--- src/rpf_map.svh ---
/*
  address map, field positions, reset values and function codes
  of the reserved pin function selector.
  assumes: included by the package and the design, APB byte addresses.
*/
`ifndef RPF_MAP_SVH
`define RPF_MAP_SVH
// register byte offsets
`define RPF_OFS_FUNC 8'h00
`define RPF_OFS_CTRL 8'h04
`define RPF_OFS_STAT 8'h08
`define RPF_OFS_ISTS 8'h0C
`define RPF_OFS_IMSK 8'h10
// reset values
`define RPF_FUNC_RST 32'h0000_0000
`define RPF_CTRL_RST 5'h00
`define RPF_IMSK_RST 5'h00
// control bits: which pin functions are chosen as source
`define RPF_CTRL_EN 0
`define RPF_CTRL_PLS 1
`define RPF_CTRL_GEN 2
`define RPF_CTRL_SEQ 3
`define RPF_CTRL_CUR 4
// interrupt status bits
`define RPF_EV_GEN 0
`define RPF_EV_UPD 1
`define RPF_EV_START 2
`define RPF_EV_DONE 3
`define RPF_EV_REJ 4
// function codes, one nibble per pin
`define RPF_F_NONE 4'h0
`define RPF_F_EN 4'h1
`define RPF_F_PLS 4'h2
`define RPF_F_PTRIG 4'h3
`define RPF_F_GEN 4'h4
`define RPF_F_RUN 4'h5
`define RPF_F_OK 4'h6
`define RPF_F_ERR 4'h7
`define RPF_F_ANA 4'h8
`define RPF_F_UPD 4'h9
`define RPF_F_SEQ 4'hA
`endif

--- src/rpf_pkg.sv ---
/*
  types of the reserved pin function selector.
  assumes: rpf_map.svh holds the numbers.
*/
`include "rpf_map.svh"
package rpf_pkg;
  // pin function codes
  typedef enum logic [3:0] {
    RPF_NONE = `RPF_F_NONE,
    RPF_EN = `RPF_F_EN,
    RPF_PLS = `RPF_F_PLS,
    RPF_PTRIG = `RPF_F_PTRIG,
    RPF_GEN = `RPF_F_GEN,
    RPF_RUN = `RPF_F_RUN,
    RPF_OK = `RPF_F_OK,
    RPF_ERR = `RPF_F_ERR,
    RPF_ANA = `RPF_F_ANA,
    RPF_UPD = `RPF_F_UPD,
    RPF_SEQ = `RPF_F_SEQ
  } rpf_func_e;
  // the eight connector pins as a group
  typedef struct packed {
    logic [7:0] o;
    logic [7:0] oe;
    logic [7:0] pu;
    logic [7:0] pd;
    logic [7:0] ana;
  } rpf_pins_s;
  // whole state of the selector
  typedef struct packed {
    logic [31:0] func;
    logic [4:0] ctrl;
    logic [4:0] imsk;
    logic [4:0] ists;
    logic [7:0] s1;
    logic [7:0] s2;
    logic [7:0] s3;
    logic [7:0] pout;
    logic en;
    logic shrt;
    logic gen;
    logic upd;
    logic start;
    logic seq_act;
    logic [31:0] rdata;
  } rpf_state_s;
endpackage

--- src/rpf_top.sv ---
/*
  reserved pin function selector: eight connector pins, each with a
  software chosen function, APB register access, one interrupt.
  assumes: pclk 250 MHz, presetn async active low, driver status and
  pulse state inputs come from logic on pclk; pads add pulls and
  the tri-state buffer from pin_s.
*/
// Functional notes
// - each of eight pins configured independently
// - no function leaves pin high impedance
// - enable input high enables, pull-down
// - enable, pulse, pulse-trigger only on pins 5-8
// - pulse input low shorts output, pull-down
// - pulse-trigger output mirrors output pulse state
// - generator trigger rising edge resets generator
// - run indicator high while in run
// - ok indicator high in ready or run
// - error indicator high otherwise
// - no status indicators on pin 8
// - analog current input only pins 3-4
// - update rising edge loads new current
// - sequence falling edge starts, pull-up
// - after sequence disable output, rearm
`include "rpf_map.svh"
module rpf_top (
  // apb slave
  input wire logic pclk,
  input wire logic presetn,
  input wire logic psel,
  input wire logic penable,
  input wire logic pwrite,
  input wire logic [7:0] paddr,
  input wire logic [31:0] pwdata,
  output logic [31:0] prdata,
  output logic pready,
  output logic pslverr,
  // connector pins
  input wire logic [7:0] pin_in,
  output rpf_pkg::rpf_pins_s pin_s,
  // driver side status
  input wire logic drv_run,
  input wire logic drv_ready,
  input wire logic pulse_state,
  input wire logic seq_done,
  // driver side controls
  output logic drv_enable,
  output logic out_short,
  output logic gen_reset,
  output logic cur_load,
  output logic seq_start,
  output logic seq_out_en,
  // interrupt
  output logic irq
);

  // legality of a function code on a pin index 0..7
  function automatic logic fn_legal(input int unsigned idx, input logic [3:0] c);
    logic ok;
    ok = 1'b0;
    case (c)
      `RPF_F_NONE, `RPF_F_GEN, `RPF_F_UPD, `RPF_F_SEQ: ok = 1'b1;
      // gate and pulse feedback only on upper four
      `RPF_F_EN, `RPF_F_PLS, `RPF_F_PTRIG: ok = (idx >= 4);
      // no status indicator on last pin
      `RPF_F_RUN, `RPF_F_OK, `RPF_F_ERR: ok = (idx != 7);
      // analog input on third and fourth pin
      `RPF_F_ANA: ok = (idx == 2) || (idx == 3);
      default: ok = 1'b0;
    endcase
    return ok;
  endfunction

  // mask of pins holding a given function
  function automatic logic [7:0] fn_pins(input logic [31:0] f, input logic [3:0] c);
    logic [7:0] m;
    m = 8'h00;
    for (int i = 0; i < 8; i++)
    begin
      m[i] = (f[4*i+:4] == c);
    end
    return m;
  endfunction

  // whole block state as one struct
  rpf_pkg::rpf_state_s q; // registered state
  rpf_pkg::rpf_state_s d; // next state

  // decoded views of the synchronised pins
  logic [7:0] rise; // synchronised rising edges
  logic [7:0] fall; // synchronised falling edges
  logic [7:0] en_pins;
  logic [7:0] pls_pins;
  logic [7:0] gen_pins;
  logic [7:0] upd_pins;
  logic [7:0] seq_pins;
  // register access decode
  logic [31:0] func_new; // checked function word
  logic rej; // some nibble refused
  logic setup; // apb setup cycle
  logic wr; // apb write taking effect
  logic mapped; // address hits a register
  logic [4:0] ev; // events of this cycle
  logic run_ok; // ready or run

  // apb handshake: no wait state, read data flop loaded in setup
  assign setup = psel && !penable;
  assign pready = psel && penable;
  assign mapped = (paddr == `RPF_OFS_FUNC) || (paddr == `RPF_OFS_CTRL)
    || (paddr == `RPF_OFS_STAT) || (paddr == `RPF_OFS_ISTS)
    || (paddr == `RPF_OFS_IMSK);
  assign pslverr = pready && !mapped;
  assign wr = pready && pwrite && mapped;
  assign prdata = q.rdata;

  // edges from second and third flop only
  assign rise = q.s2 & ~q.s3;
  assign fall = ~q.s2 & q.s3;
  assign run_ok = drv_run || drv_ready;

  // function masks
  assign en_pins = fn_pins(q.func, `RPF_F_EN);
  assign pls_pins = fn_pins(q.func, `RPF_F_PLS);
  assign gen_pins = fn_pins(q.func, `RPF_F_GEN);
  assign upd_pins = fn_pins(q.func, `RPF_F_UPD);
  assign seq_pins = fn_pins(q.func, `RPF_F_SEQ);

  // per pin check of a function write, refused nibble keeps old code
  always_comb
  begin
    func_new = q.func;
    rej = 1'b0;
    for (int i = 0; i < 8; i++)
    begin
      if (fn_legal(i, pwdata[4*i+:4]))
      begin
        func_new[4*i+:4] = pwdata[4*i+:4];
      end
      else
      begin
        rej = 1'b1;
      end
    end
  end

  // next state, events of the cycle included
  always_comb
  begin
    d = q;
    // two flop synchroniser plus edge history
    d.s1 = pin_in;
    d.s2 = q.s1;
    d.s3 = q.s2;
    // enable follows high level of chosen pin
    d.en = q.ctrl[`RPF_CTRL_EN] && |(q.s2 & en_pins);
    // low pulse input shorts the output
    d.shrt = q.ctrl[`RPF_CTRL_PLS] && |(~q.s2 & pls_pins);
    // one pulse per rising edge
    d.gen = q.ctrl[`RPF_CTRL_GEN] && |(rise & gen_pins);
    d.upd = q.ctrl[`RPF_CTRL_CUR] && |(rise & upd_pins);
    // falling edge starts only when idle
    d.start = q.ctrl[`RPF_CTRL_SEQ] && |(fall & seq_pins)
      && !q.seq_act;
    // sequence ends, output off, rearmed
    if (d.start)
    begin
      d.seq_act = 1'b1;
    end
    else if (seq_done)
    begin
      d.seq_act = 1'b0;
    end
    // events raised this cycle, gen, update and start taken from the new pulses
    ev = 5'h00;
    ev[`RPF_EV_GEN] = d.gen;
    ev[`RPF_EV_UPD] = d.upd;
    ev[`RPF_EV_START] = d.start;
    ev[`RPF_EV_DONE] = q.seq_act && seq_done;
    ev[`RPF_EV_REJ] = wr && (paddr == `RPF_OFS_FUNC) && rej;
    // output pins
    for (int i = 0; i < 8; i++)
    begin
      case (q.func[4*i+:4])
        `RPF_F_PTRIG: d.pout[i] = pulse_state;
        `RPF_F_RUN: d.pout[i] = drv_run;
        `RPF_F_OK: d.pout[i] = run_ok;
        `RPF_F_ERR: d.pout[i] = !run_ok;
        default: d.pout[i] = 1'b0;
      endcase
    end
    // register writes
    if (wr)
    begin
      unique case (paddr)
        `RPF_OFS_FUNC: d.func = func_new;
        `RPF_OFS_CTRL: d.ctrl = pwdata[4:0];
        `RPF_OFS_IMSK: d.imsk = pwdata[4:0];
        default: d.ctrl = q.ctrl;
      endcase
    end
    // sticky status, set wins over write-one clear
    if (wr && (paddr == `RPF_OFS_ISTS))
    begin
      d.ists = (q.ists & ~pwdata[4:0]) | ev;
    end
    else
    begin
      d.ists = q.ists | ev;
    end
    // read data caught in setup cycle
    if (setup)
    begin
      case (paddr)
        `RPF_OFS_FUNC: d.rdata = q.func;
        `RPF_OFS_CTRL: d.rdata = {27'h0, q.ctrl};
        `RPF_OFS_STAT: d.rdata = {21'h0, q.seq_act, q.shrt, q.en, q.s2};
        `RPF_OFS_ISTS: d.rdata = {27'h0, q.ists};
        `RPF_OFS_IMSK: d.rdata = {27'h0, q.imsk};
        default: d.rdata = 32'h0000_0000;
      endcase
    end
  end

  // state register
  always_ff @(posedge pclk or negedge presetn)
  begin
    if (!presetn)
    begin
      q <= '0;
      q.func <= `RPF_FUNC_RST;
      q.ctrl <= `RPF_CTRL_RST;
      q.imsk <= `RPF_IMSK_RST;
    end
    else
    begin
      q <= d;
    end
  end

  // pin drive, pulls and analog routing
  always_comb
  begin
    pin_s.o = q.pout;
    // driven only for output functions
    pin_s.oe = fn_pins(q.func, `RPF_F_PTRIG) | fn_pins(q.func, `RPF_F_RUN)
      | fn_pins(q.func, `RPF_F_OK) | fn_pins(q.func, `RPF_F_ERR);
    // weak pulls for logic inputs
    pin_s.pd = en_pins | pls_pins | gen_pins | upd_pins;
    pin_s.pu = seq_pins;
    pin_s.ana = fn_pins(q.func, `RPF_F_ANA);
  end

  // driver controls from flops
  assign drv_enable = q.en;
  assign out_short = q.shrt;
  assign gen_reset = q.gen;
  assign cur_load = q.upd;
  assign seq_start = q.start;
  // output allowed unless single sequence mode is idle
  assign seq_out_en = !q.ctrl[`RPF_CTRL_SEQ] || q.seq_act;
  // level interrupt from unmasked sticky bits
  assign irq = |(q.ists & q.imsk);

  // helper for assertions
  logic [7:0] run_pins;
  logic func_ok;
  logic [7:0] ptrig_pins; // pulse trigger pins
  logic [7:0] ok_pins; // ok indicator pins
  logic [7:0] err_pins; // error indicator pins
  assign run_pins = fn_pins(q.func, `RPF_F_RUN);
  assign ptrig_pins = fn_pins(q.func, `RPF_F_PTRIG);
  assign ok_pins = fn_pins(q.func, `RPF_F_OK);
  assign err_pins = fn_pins(q.func, `RPF_F_ERR);
  always_comb
  begin
    func_ok = 1'b1;
    for (int i = 0; i < 8; i++)
    begin
      func_ok = func_ok && fn_legal(i, q.func[4*i+:4]);
    end
  end
endmodule

--- config.mk ---
export PLATFORM = sky130hd
export DESIGN_NAME = rpf_top
export DESIGN_NICKNAME = d
export VERILOG_FILES = /design/src/rpf_pkg.sv /design/src/rpf_top.sv
export VERILOG_INCLUDE_DIRS = /design/src /design/src/src
export SDC_FILE = /design/constraint.sdc
export NUM_CORES = 1
export LEC_CHECK = 0
export ABC_AREA = 1
export BUFFER_PORTS_ARGS = -buffer_cell sky130_fd_sc_hd__buf_4
export CAP_MARGIN = 30
export CORE_MARGIN = 1.5
export CORE_UTILIZATION = 25
export CTS_BUF_LIST = sky130_fd_sc_hd__clkbuf_16
export CTS_CLUSTER_SIZE = 24
export DETAILED_ROUTE_END_ITERATION = 12
export GPL_ROUTABILITY_DRIVEN = 1
export PLACE_DENSITY = 0.4
export SYNTH_ARGS = -nofsm -noshare
export SYNTH_HDL_FRONTEND = slang
export SYNTH_SLANG_ARGS = --single-unit
--- constraint.sdc ---
create_clock -name pclk -period 1.6 [get_ports pclk]
set_input_delay 0.16 -clock pclk [delete_from_list [all_inputs] [get_ports pclk]]
set_output_delay 0.16 -clock pclk [all_outputs]
set_load 0.01 [all_outputs]
-- After elaboration in Yosys (flattened, before gate mapping)
Memory sizes are Yosys's and may differ from the RTL's.
Index checks and enable logic that the tools add are counted.
- equal/unequal tests: 84
- muxes and demuxes: 20
- bitwise gates (word level): 20
- reductions and logical operators: 44
- operators with widths (operator ; count):
    case mux 32 bit (5 select lines) ; 1
    equality test 4 x 3 -> 1 bit (second input constant) ; 32
    equality test 4 bit (second input constant) ; 24
    equality test 4 x 2 -> 1 bit (second input constant) ; 16
    bitwise AND 8 bit ; 7
    bitwise OR 8 bit ; 6
    OR reduction 8 bit ; 5
    equality test 4 x 1 -> 1 bit (second input constant) ; 8
    case mux 1 bit (4 select lines) ; 8
    AND reduction 3 bit ; 8
    equality test 8 x 4 -> 1 bit (second input constant) ; 2
    NOT 8 bit ; 2
    logical AND 1 bit ; 15
    bitwise AND 5 bit ; 2
    2-to-1 mux 1 bit ; 10
    bitwise OR 5 bit ; 2
    equality test 8 x 3 -> 1 bit (second input constant) ; 1
    equality test 8 x 5 -> 1 bit (second input constant) ; 1
    zero test 8 bit ; 1
    logical OR 1 bit ; 6
    zero test 1 bit ; 5
    2-to-1 mux 5 bit ; 1
    NOT 5 bit ; 1
    OR reduction 5 bit ; 1
    2 further kinds ; 3
- flip-flop bits (word level): 117
- ROM bits: 128
- bits of input ports: 57
- output and inout port bits: 81
- logic and storage cells: 198
- memories: 8
- memory list (name ; words ; bits a word ; rd ports ; clocked after Yosys merged registers in ; wr ports ; RTL line ; source):
    (no name shown) ; 16 ; 1 ; 1 ; 0 ; 0 ; rpf_top.sv:60 ; case (c)
    (no name shown) ; 16 ; 1 ; 1 ; 0 ; 0 ; rpf_top.sv:60 ;
    (no name shown) ; 16 ; 1 ; 1 ; 0 ; 0 ; rpf_top.sv:60 ;
    (no name shown) ; 16 ; 1 ; 1 ; 0 ; 0 ; rpf_top.sv:60 ;
    (no name shown) ; 16 ; 1 ; 1 ; 0 ; 0 ; rpf_top.sv:60 ;
    (no name shown) ; 16 ; 1 ; 1 ; 0 ; 0 ; rpf_top.sv:60 ;
    2 more memories ; n/a ; n/a ; n/a ; n/a ; n/a ; n/a ;

-- Logic depth before layout (Yosys ltp)
Gate-level depths: netlist (run 1).
An unclocked memory read counts as a cell.
- depth in word-level cells: 12
- gate-level depth with buffers: 11
- depth with buffers taken out: 11

-- Least setup slack after synthesis (run 1)
Ideal clock, no wire load.
- path type: input -> register
- start: input paddr[7]
- end: register q[95] (netlist name)
- setup time: 121 ps
- arrival time: 1137 ps
- required time: 1479 ps
- slack: 342 ps
- stages: 8
- buffers on the path: 0
- cell sequence: nor2_1 -> nand2_1 -> nor2_4 -> nand3_4 -> clkinv_4 -> nand2_2 -> nand2_1 -> o21ai_1
- word-level cells in the longest chain between the ends: 7
- elaborated cells on any way between the ends: 11
- those cells by class: 4 x eq/ne; 7 x reduce/logical
- RTL lines (what ; RTL line ; source):
    from (decl) ; rpf_top.sv:32 ; input wire logic [7:0] paddr,
    equality test 8 x 3 -> 1 bit / zero test 8 bit (equally long branches) ; n/a ;
    logical OR 1 bit (4 in series) ; rpf_top.sv:108 ; assign mapped = (paddr == `RPF_OFS_FUNC) || (paddr == `RPF_OFS_CTRL)
    logical AND 1 bit ; rpf_top.sv:112 ; assign wr = pready && pwrite && mapped;
    AND reduction 3 bit (no line) * ; n/a ;
    to (decl) ; rpf_top.sv:85 ; rpf_pkg::rpf_state_s q;
Mark *: on every way between the ends. The rest lies on a longest branch, timed or not.
A chain may end at the register's enable or synchronous reset.

==> results of run 1 <==
==> routing by layer <==
metal	global-route usage	up-vias	wire length, um
met2	0.2737	148	10560
met1	0.2430	2913	10890
li1	-	3131	-
met3	0.03202	10	876
met5	0	-	0
met4	0.03993	0	201
==> worst reg2reg max path, cell delays in order, from the launching register on <==
cell,delay [ns]
dfrtp_2,0.44
inv_4,0.07
buf_4,0.13
buf_4,0.12
buf_4,0.12
buf_4,0.12
buf_4,0.12
o21ai_1,0.22
nand2_1,0.09
nand2_1,0.06
==> cells in the final DEF (no fill, tap or decap), types with 2 or more instances in the layout <==
| cell | synthesis | routed |
|---|---|---|
| buf_4 | 40 | 247 |
| nor2_2 | 2 | 15 |
| dfrtp_2 | 0 | 8 |
| nand3_1 | 53 | 51 |
| ha_1 | 3 | 3 |
| buf_6 | 0 | 5 |
| clkbuf_16 | 0 | 17 |
| o22ai_1 | 15 | 15 |
| bufinv_16 | 0 | 3 |
| clkinv_2 | 0 | 3 |
| o31ai_1 | 22 | 21 |
| buf_12 | 0 | 4 |
| nor2_1 | 106 | 80 |
| clkinv_1 | 1 | 4 |
| inv_2 | 1 | 30 |
| nand2_2 | 1 | 25 |
| clkinvlp_4 | 0 | 3 |
| dfrtp_1 | 117 | 109 |
| o21ai_0 | 56 | 43 |
| dlygate4sd3_1 | 0 | 30 |
| inv_4 | 0 | 3 |
| inv_1 | 92 | 61 |
| a21boi_0 | 2 | 2 |
| o21ai_2 | 0 | 5 |
| nand3b_1 | 2 | 2 |
| nand2_4 | 1 | 10 |
| nand2_1 | 252 | 219 |
| nand4_1 | 7 | 7 |
| o21ai_1 | 9 | 17 |
| nor2_4 | 7 | 20 |
| nand3_2 | 0 | 2 |
| a21oi_1 | 14 | 14 |
==> repair_timing <==
item                                    in CTS  in global routing
hold endpoints to repair                   147                  0
buffers inserted                            47                 36
pin swaps                                   19                 23
hold buffers                                30                  0
resized for setup                           87                 65
endpoints found under the setup margin      22                 31
==> final timing paths <==
check	start	end	slack, ns
max in group asynchronous	presetn	q[113]	0.63
min in group asynchronous	presetn	prdata[17]	0.35
max reg2reg	q[94]	prdata[9]	0.07
min	pwdata[2]	q[87]	0.01
max	q[90]	pin_s[9]	-0.04
min reg2reg	d[54]	d[46]	0.35
==> synth_stat cells (2+ instances only) <==
master / count / share of area
nand2_1: 252 / 0.15
dfrtp_1: 117 / 0.47
nor2_1: 106 / 0.064
inv_1: 92 / 0.056
o21ai_0: 56 / 0.045
nand3_1: 53 / 0.043
buf_4: 40 / 0.048
o31ai_1: 22 / 0.027
o22ai_1: 15 / 0.015
a21oi_1: 14 / 0.011
clkbuf_1: 9 / 0.0054
o21ai_1: 9 / 0.0073
nand4_1: 7 / 0.0071
nor2_4: 7 / 0.013
ha_1: 3 / 0.0060
a21boi_0: 2 / 0.0024
nand3b_1: 2 / 0.0024
nor2_2: 2 / 0.0020
==> power by group <==
group	switching, mW	internal (mW)	total, mW
logic	0.386	0.303	0.689
clock network	1.37	2.39	3.77
registers	0.0524	3.03	3.08
total	1.81	5.73	7.54
==> final cells by class <==
type	instances	share of cell area
multi-input combinational	563	0.3049
clock buffer	17	0.04500
timing repair buffer	286	0.2423
inverter	95	0.03904
tap	324	0.04288
clock inverter	13	0.01509
sequential	117	0.3107
==> flip-flops by register name (all words and copies together), names as in the netlist <==
signal      flops
d              16
drv_enable      1
cur_load        1
prdata         32
pin_s           8
seq_start       1
q              56
out_short       1
gen_reset       1
==> cell families (layout without fill, tap and decap cells) <==
logic type      after synthesis  after routing
mux                           1              1
flops                       117            117
simple gates                434            434
buf+inv                     146            411
compound gates              125            125
fa+ha+maj                     3              3
==> stage by stage <==
stage | util | cells | hold slack (ns)
detailed placement | 0.3134 | 1272 | 0.2706
floorplan | - | 826 | -0.1356
global route | 0.3887 | 1415 | 0.01687
global placement | 0.3134 | 1272 | 0.2700
CTS | 0.3699 | 1379 | 0.005545
finish | 0.3887 | 1415 | 0.01220
==> results by group, run 1 <==
Outcome
  – Status: finished, violations left
  – Failing checks: setup timing

Yosys
  – Post-synth cell types: 36
  – Post-synth EDFFs: 0
  – Area share of fa/ha/maj cells after synthesis: 0.006044
  – Yosys Warn Count: 0
  – Largest family of logic cells by synthesized area: simple AND/OR/NAND/NOR gates
  – Main synth FF type: dfrtp_1
  – Mux contribution to synthesized area: 0.001612
  – Net Count, Synth: 886
  – Syn Area/Cell: 7.519 sq um
  – Netlist Area Pre-Place: 6211 sq um
  – Simple-gate portion of the synthesized area: 0.2907
  – Synthesized instance count: 826
  – Async S/R FF share, synth: 1.000
  – XOR/XNOR Fraction of Synth Area: 0
  – Synthesis-stage register bit count: 117
  – Compound-Gate Fraction of Synth Area: 0.1168
  – Seq/Total Area, Yosys: 0.4714

Timing
  – Max-Slew Margin vs Limit: 0.5208
  – Actual slew at the worst max-slew pin: 0.7188 ns
  – Skew final: 0.008798 ns
  – Final Critical Period: 1.639 ns
  – Final max-slew violation count: 0
  – Unrepaired setup endpoints after global routing: yes
  – Final Hold Viols: 0
  – Final Setup Violations: 2
  – Final setup margin: -0.03892 ns
  – Setup TNS: -0.04247 ns
  – Final period util: 1.024
  – Max Freq: 0.6102 GHz

Floorplanning
  – Initial core utilization: 0.2554
  – Core Box Area: 24320 sq um
  – Row count: 57
  – Die W: 160.6 um
  – Die area: 25800 sq um
  – Die H: 160.6 um
  – I/O Pins: 138

CTS
  – Clock slew at reported path FFs: 0.06 ns
  – H-Tree Depth: 4
  – CTS buffer count: 17
  – CTS Root Cell: clkbuf_16
  – Clk Latency, worst-skew pair: 0.41 ns
  – Clk buf depth: 2
  – CTS tree: done
  – CTS sink count: 117

Critical path
  – Crit. path cell count: 5
  – Critical path's top delay family: flip-flops
  – Critical Path AT: 1.48 ns
  – Worst EP required: 1.44 ns
  – Bufs and invs on worst path: 2
  – Slowest CP cell: dfrtp_2
  – Crit-path cells: inv_2 -> nand2_2 -> nor2_2 -> a211o_1 -> buf_6
  – Register-to-Register Path Depth: 9
  – Crit path kind: flip-flop to output port
  – CP peak stage delay: 0.40 ns
  – CP Capture Type: output port
  – Crit-path max FO: 4
  – CP Launch Type: flip-flop

Route
  – Post-Route WL: 22520 um
  – DRT iter0 DRCs: 445
  – Drt drc: 0
  – Vias: 6202
  – ANT nets after route: 0
  – First-pass DRT Iterations: 5
  – Avg WL per Cell: 15.92 um
  – Vias per cell: 4.383

Global routing
  – Antenna violations before repair: 0
  – First-pass GRT wire length: 33890 um
  – Remaining Overflow, GRT: 0
  – Vias in the first global route: 6079
  – Gr usage total: 0.1726
  – Pin count of the biggest net entering global routing: 118

Placement
  – Hpwl dp: 16090 um
  – Placed cell area: 7622 sq um
  – # port buffers: 137
  – Routability congestion estimate: 0.8136
  – Worst slack, placed: 0.05908 ns

Power
  – Max rail drop VDD: 639.2 uV
  – Power density cells: 797.4 nW/um^2
  – Design Power: 7.538 mW
  – LEAKAGE: 4.762 nW

Worst hold path
  – Hold Path Cell Cnt: 3
  – Hold Crit Class: input port to flip-flop

Final layout
  – Layout cells sized above 1: 0.3721
  – # diodes: 0
  – Fin area: 9454 sq um
  – Final #Nets: 1140
  – Multi-input gate area: 2883 sq um
  – Sequential cell area: 2938 sq um
  – Area Overhead vs Synth: 52.22%
  – Fillers: 2524

Flow run
  – Maxcap violations: 0
Note: power is estimated with default switching activity, not from simulation.
==> run 2, diff against run 1 <==
==> constraint.sdc (replaced) <==
create_clock -name pclk -period 1.6 [get_ports pclk]
set_input_delay 0.32 -clock pclk [delete_from_list [all_inputs] [get_ports pclk]]
set_output_delay 0.32 -clock pclk [all_outputs]
set_load 0.01 [all_outputs]
==> results by group, run 2 (same netlist as run 1, synthesis figures left out) <==
Route
  – Drt drc: 0 (unchanged)
  – DR WL met3: 912 um (+4.1%)
  – WL met1: 11040 um (+1.4%)
  – WL met2: 10920 um (+3.4%)
  – Vias per cell: 4.449 (+1.5%)
  – ANT nets after route: 0 (unchanged)
  – Vias: 6446 (+3.9%)
  – Avg WL per Cell: 16.06 um (+0.92%)
  – Post-Route WL: 23280 um (+3.3%)
  – Uppermost layer routed: met4
  – DRT iter0 DRCs: 366 (-18%)
  – First-pass DRT Iterations: 5 (unchanged)

Final layout
  – Layout cells sized above 1: 0.4569 (+0.08475)
  – Fin area: 10300 sq um (+9.0%)
  – Final cell utilization of the core: 0.4237 (+0.03493)
  – Max FFs per register: 56 (unchanged)
  – Final #Nets: 1172 (+2.8%)
  – Fillers: 2431 (-3.7%)
  – Most common cell after layout, fill and taps aside: buf_4
  – Top reg by flops: q
  – # diodes: 0 (unchanged)
  – Area Overhead vs Synth: 65.89%
  – Commonest non-fill, non-tap cells in the layout: buf_4 (253), nand2_1 (198), dfrtp_1 (110), nor2_1 (66), inv_1 (59)

Floorplanning
  – Initial core utilization: 0.2554 (unchanged)
  – Row count: 57 (unchanged)
  – Die H: 160.6 um (unchanged)
  – Die area: 25800 sq um (unchanged)
  – I/O Pins: 138 (unchanged)
  – Core Box Area: 24320 sq um (unchanged)
  – Die W: 160.6 um (unchanged)

Critical path
  – CP Launch Type: flip-flop
  – CP Capture Type: output port
  – Crit path kind: flip-flop to output port
  – Critical Path AT: 1.49 ns (about the same)
  – Crit-path max FO: 2 (-2)
  – Worst EP required: 1.28 ns (-0.16 ns)

CTS
  – CTS sink count: 117 (unchanged)
  – CTS buffer count: 17 (unchanged)
  – Clk buf depth: 2 (unchanged)
  – CTS Root Cell: clkbuf_16
  – H-Tree Depth: 4 (unchanged)
  – Clock slew at reported path FFs: 0.06 ns (about the same)
  – Clk Latency, worst-skew pair: 0.42 ns (about the same)
  – CTS tree: done

Global routing
  – Antenna violations before repair: 0 (unchanged)
  – Remaining Overflow, GRT: 0 (unchanged)
  – Vias in the first global route: 6255 (+2.9%)
  – Gr usage total: 0.1798 (+0.007276)
  – Pin count of the biggest net entering global routing: 52 (-56%)
  – First-pass GRT wire length: 35070 um (+3.5%)

Power
  – Sequential Power Share: 0.397 (-0.012)
  – Comb power frac: 0.092 (about the same)
  – Switching share of power: 0.2536 (+0.01305)
  – Internal power: 5.788 mW (+1.1%)
  – Design Power: 7.754 mW (+2.9%)
  – Max rail drop VDD: 459.2 uV (-28%)
  – Total net switching power: 1.966 mW (+8.4%)
  – LEAKAGE: 5.155 nW (+8.3%)
  – Power density cells: 752.6 nW/um^2 (-5.6%)
  – Power share of the clock group: 0.510 (+0.010)

Timing
  – Final max-slew violation count: 0 (unchanged)
  – Final setup margin: -0.2113 ns (-0.1724 ns)
  – Skew final: 0.009320 ns (+0.0005221 ns)
  – Actual slew at the worst max-slew pin: 0.4443 ns (-0.2745 ns)
  – Unrepaired setup endpoints after global routing: yes
  – Final Hold Viols: 0 (unchanged)
  – Max Freq: 0.5521 GHz (-9.5%)
  – Final Critical Period: 1.811 ns (+0.1724 ns)
  – Max-Slew Margin vs Limit: 0.7038 (+0.1830)
  – Final period util: 1.132 (+0.1078)
  – Final Setup Violations: 32 (+30)

Outcome
  – Failing checks: setup timing
  – Status: finished, violations left

Placement
  – Placed cell area: 7732 sq um (+1.4%)
  – Routability congestion estimate: 0.8663 (+6.5%)
  – Hpwl dp: 16540 um (+2.8%)
  – # port buffers: 137 (unchanged)

Flow run
  – Maxcap violations: 0 (unchanged)

Worst hold path
  – Hold Crit Class: input port to flip-flop
==> run 2: cell count changes in the layout (fill, tap and decap cells not counted), moves of 5 or more <==
cell,delta
nand3_4,+5
nand3_2,+5
clkinv_4,+5
nor2_1,-14
buf_4,+6
nor2_2,-7
o21ai_1,-5
nand3_1,-10
nand2_4,+22
dlygate4sd3_1,-23
nor2_4,+21
nand2_1,-21
buf_6,+48
==> run 2: final timing paths <==
check | startpoint | endpoint | slack, ns | cells after the start
min in group asynchronous | presetn | prdata[16] | 0.23 | 2
worst min-delay path | pin_in[4] | d[58] | 0.02 | 1
worst max-delay path | q[91] | pin_s[9] | -0.21 | 5
worst max register to register | q[99] | q[72] | 0.05 | 12
worst min register to register | d[61] | d[53] | 0.35 | 0
max in group asynchronous | presetn | q[90] | 0.72 | 3
==> run 2: metrics by stage <==
step	setup TNS [ns]	cells	hold WS, ns	setup slack (ns)
after global routing	-5.418	1449	0.001634	-0.2504
after detailed placement	-0.2007	1285	0.1280	-0.03228
final	-3.436	1449	0.01979	-0.2113
after CTS	-3.213	1406	0.002538	-0.2098
after floorplan	0	826	0.02441	0.1820
after global placement	-0.01213	1285	0.1275	-0.01131
==> run 2: timing repair <==
action / CTS / global route
gates resized for setup: 200 / 100
endpoints found under the setup margin: 34 / 39
hold buffers: 6 / 1
gates cloned: 0 / 0
pin swaps: 41 / 51
hold endpoints to repair: 66 / 1
buffers inserted: 84 / 46
==> run 2: worst max-delay path, cell delays in order (launching register included) <==
cell	delay, ns
dfrtp_1	0.40
buf_6	0.13
nand2_2	0.06
nor2_2	0.05
a211o_1	0.29
buf_6	0.14
==> run 2: metal layers <==
metal | up-vias | track usage
met5 | - | 0
met3 | 26 | 0.03409
met2 | 155 | 0.2812
li1 | 3211 | -
met1 | 3054 | 0.2525
met4 | 0 | 0.05098
==> run 2: power by group through the flow <==
stage	registers, mW	logic, mW	clock network [mW]
after CTS	3.08	0.684	4.03
after floorplan	3.11	0.242	0
after detailed placement	3.13	0.604	0
final	3.08	0.716	3.96
after global routing	3.09	0.790	4.16
after global placement	3.13	0.606	0
==> run 2: final cells by class <==
class	count	area, sq um	share of cell area
Clock inverter	15	181.4	0.01761
Multi-Input combinational cell	563	3322	0.3224
Timing Repair Buffer	318	2666	0.2588
Sequential cell	117	2937	0.2850
Clock buffer	17	425.4	0.04129
Inverter	95	366.6	0.03558
Tap cell	324	405.4	0.03934
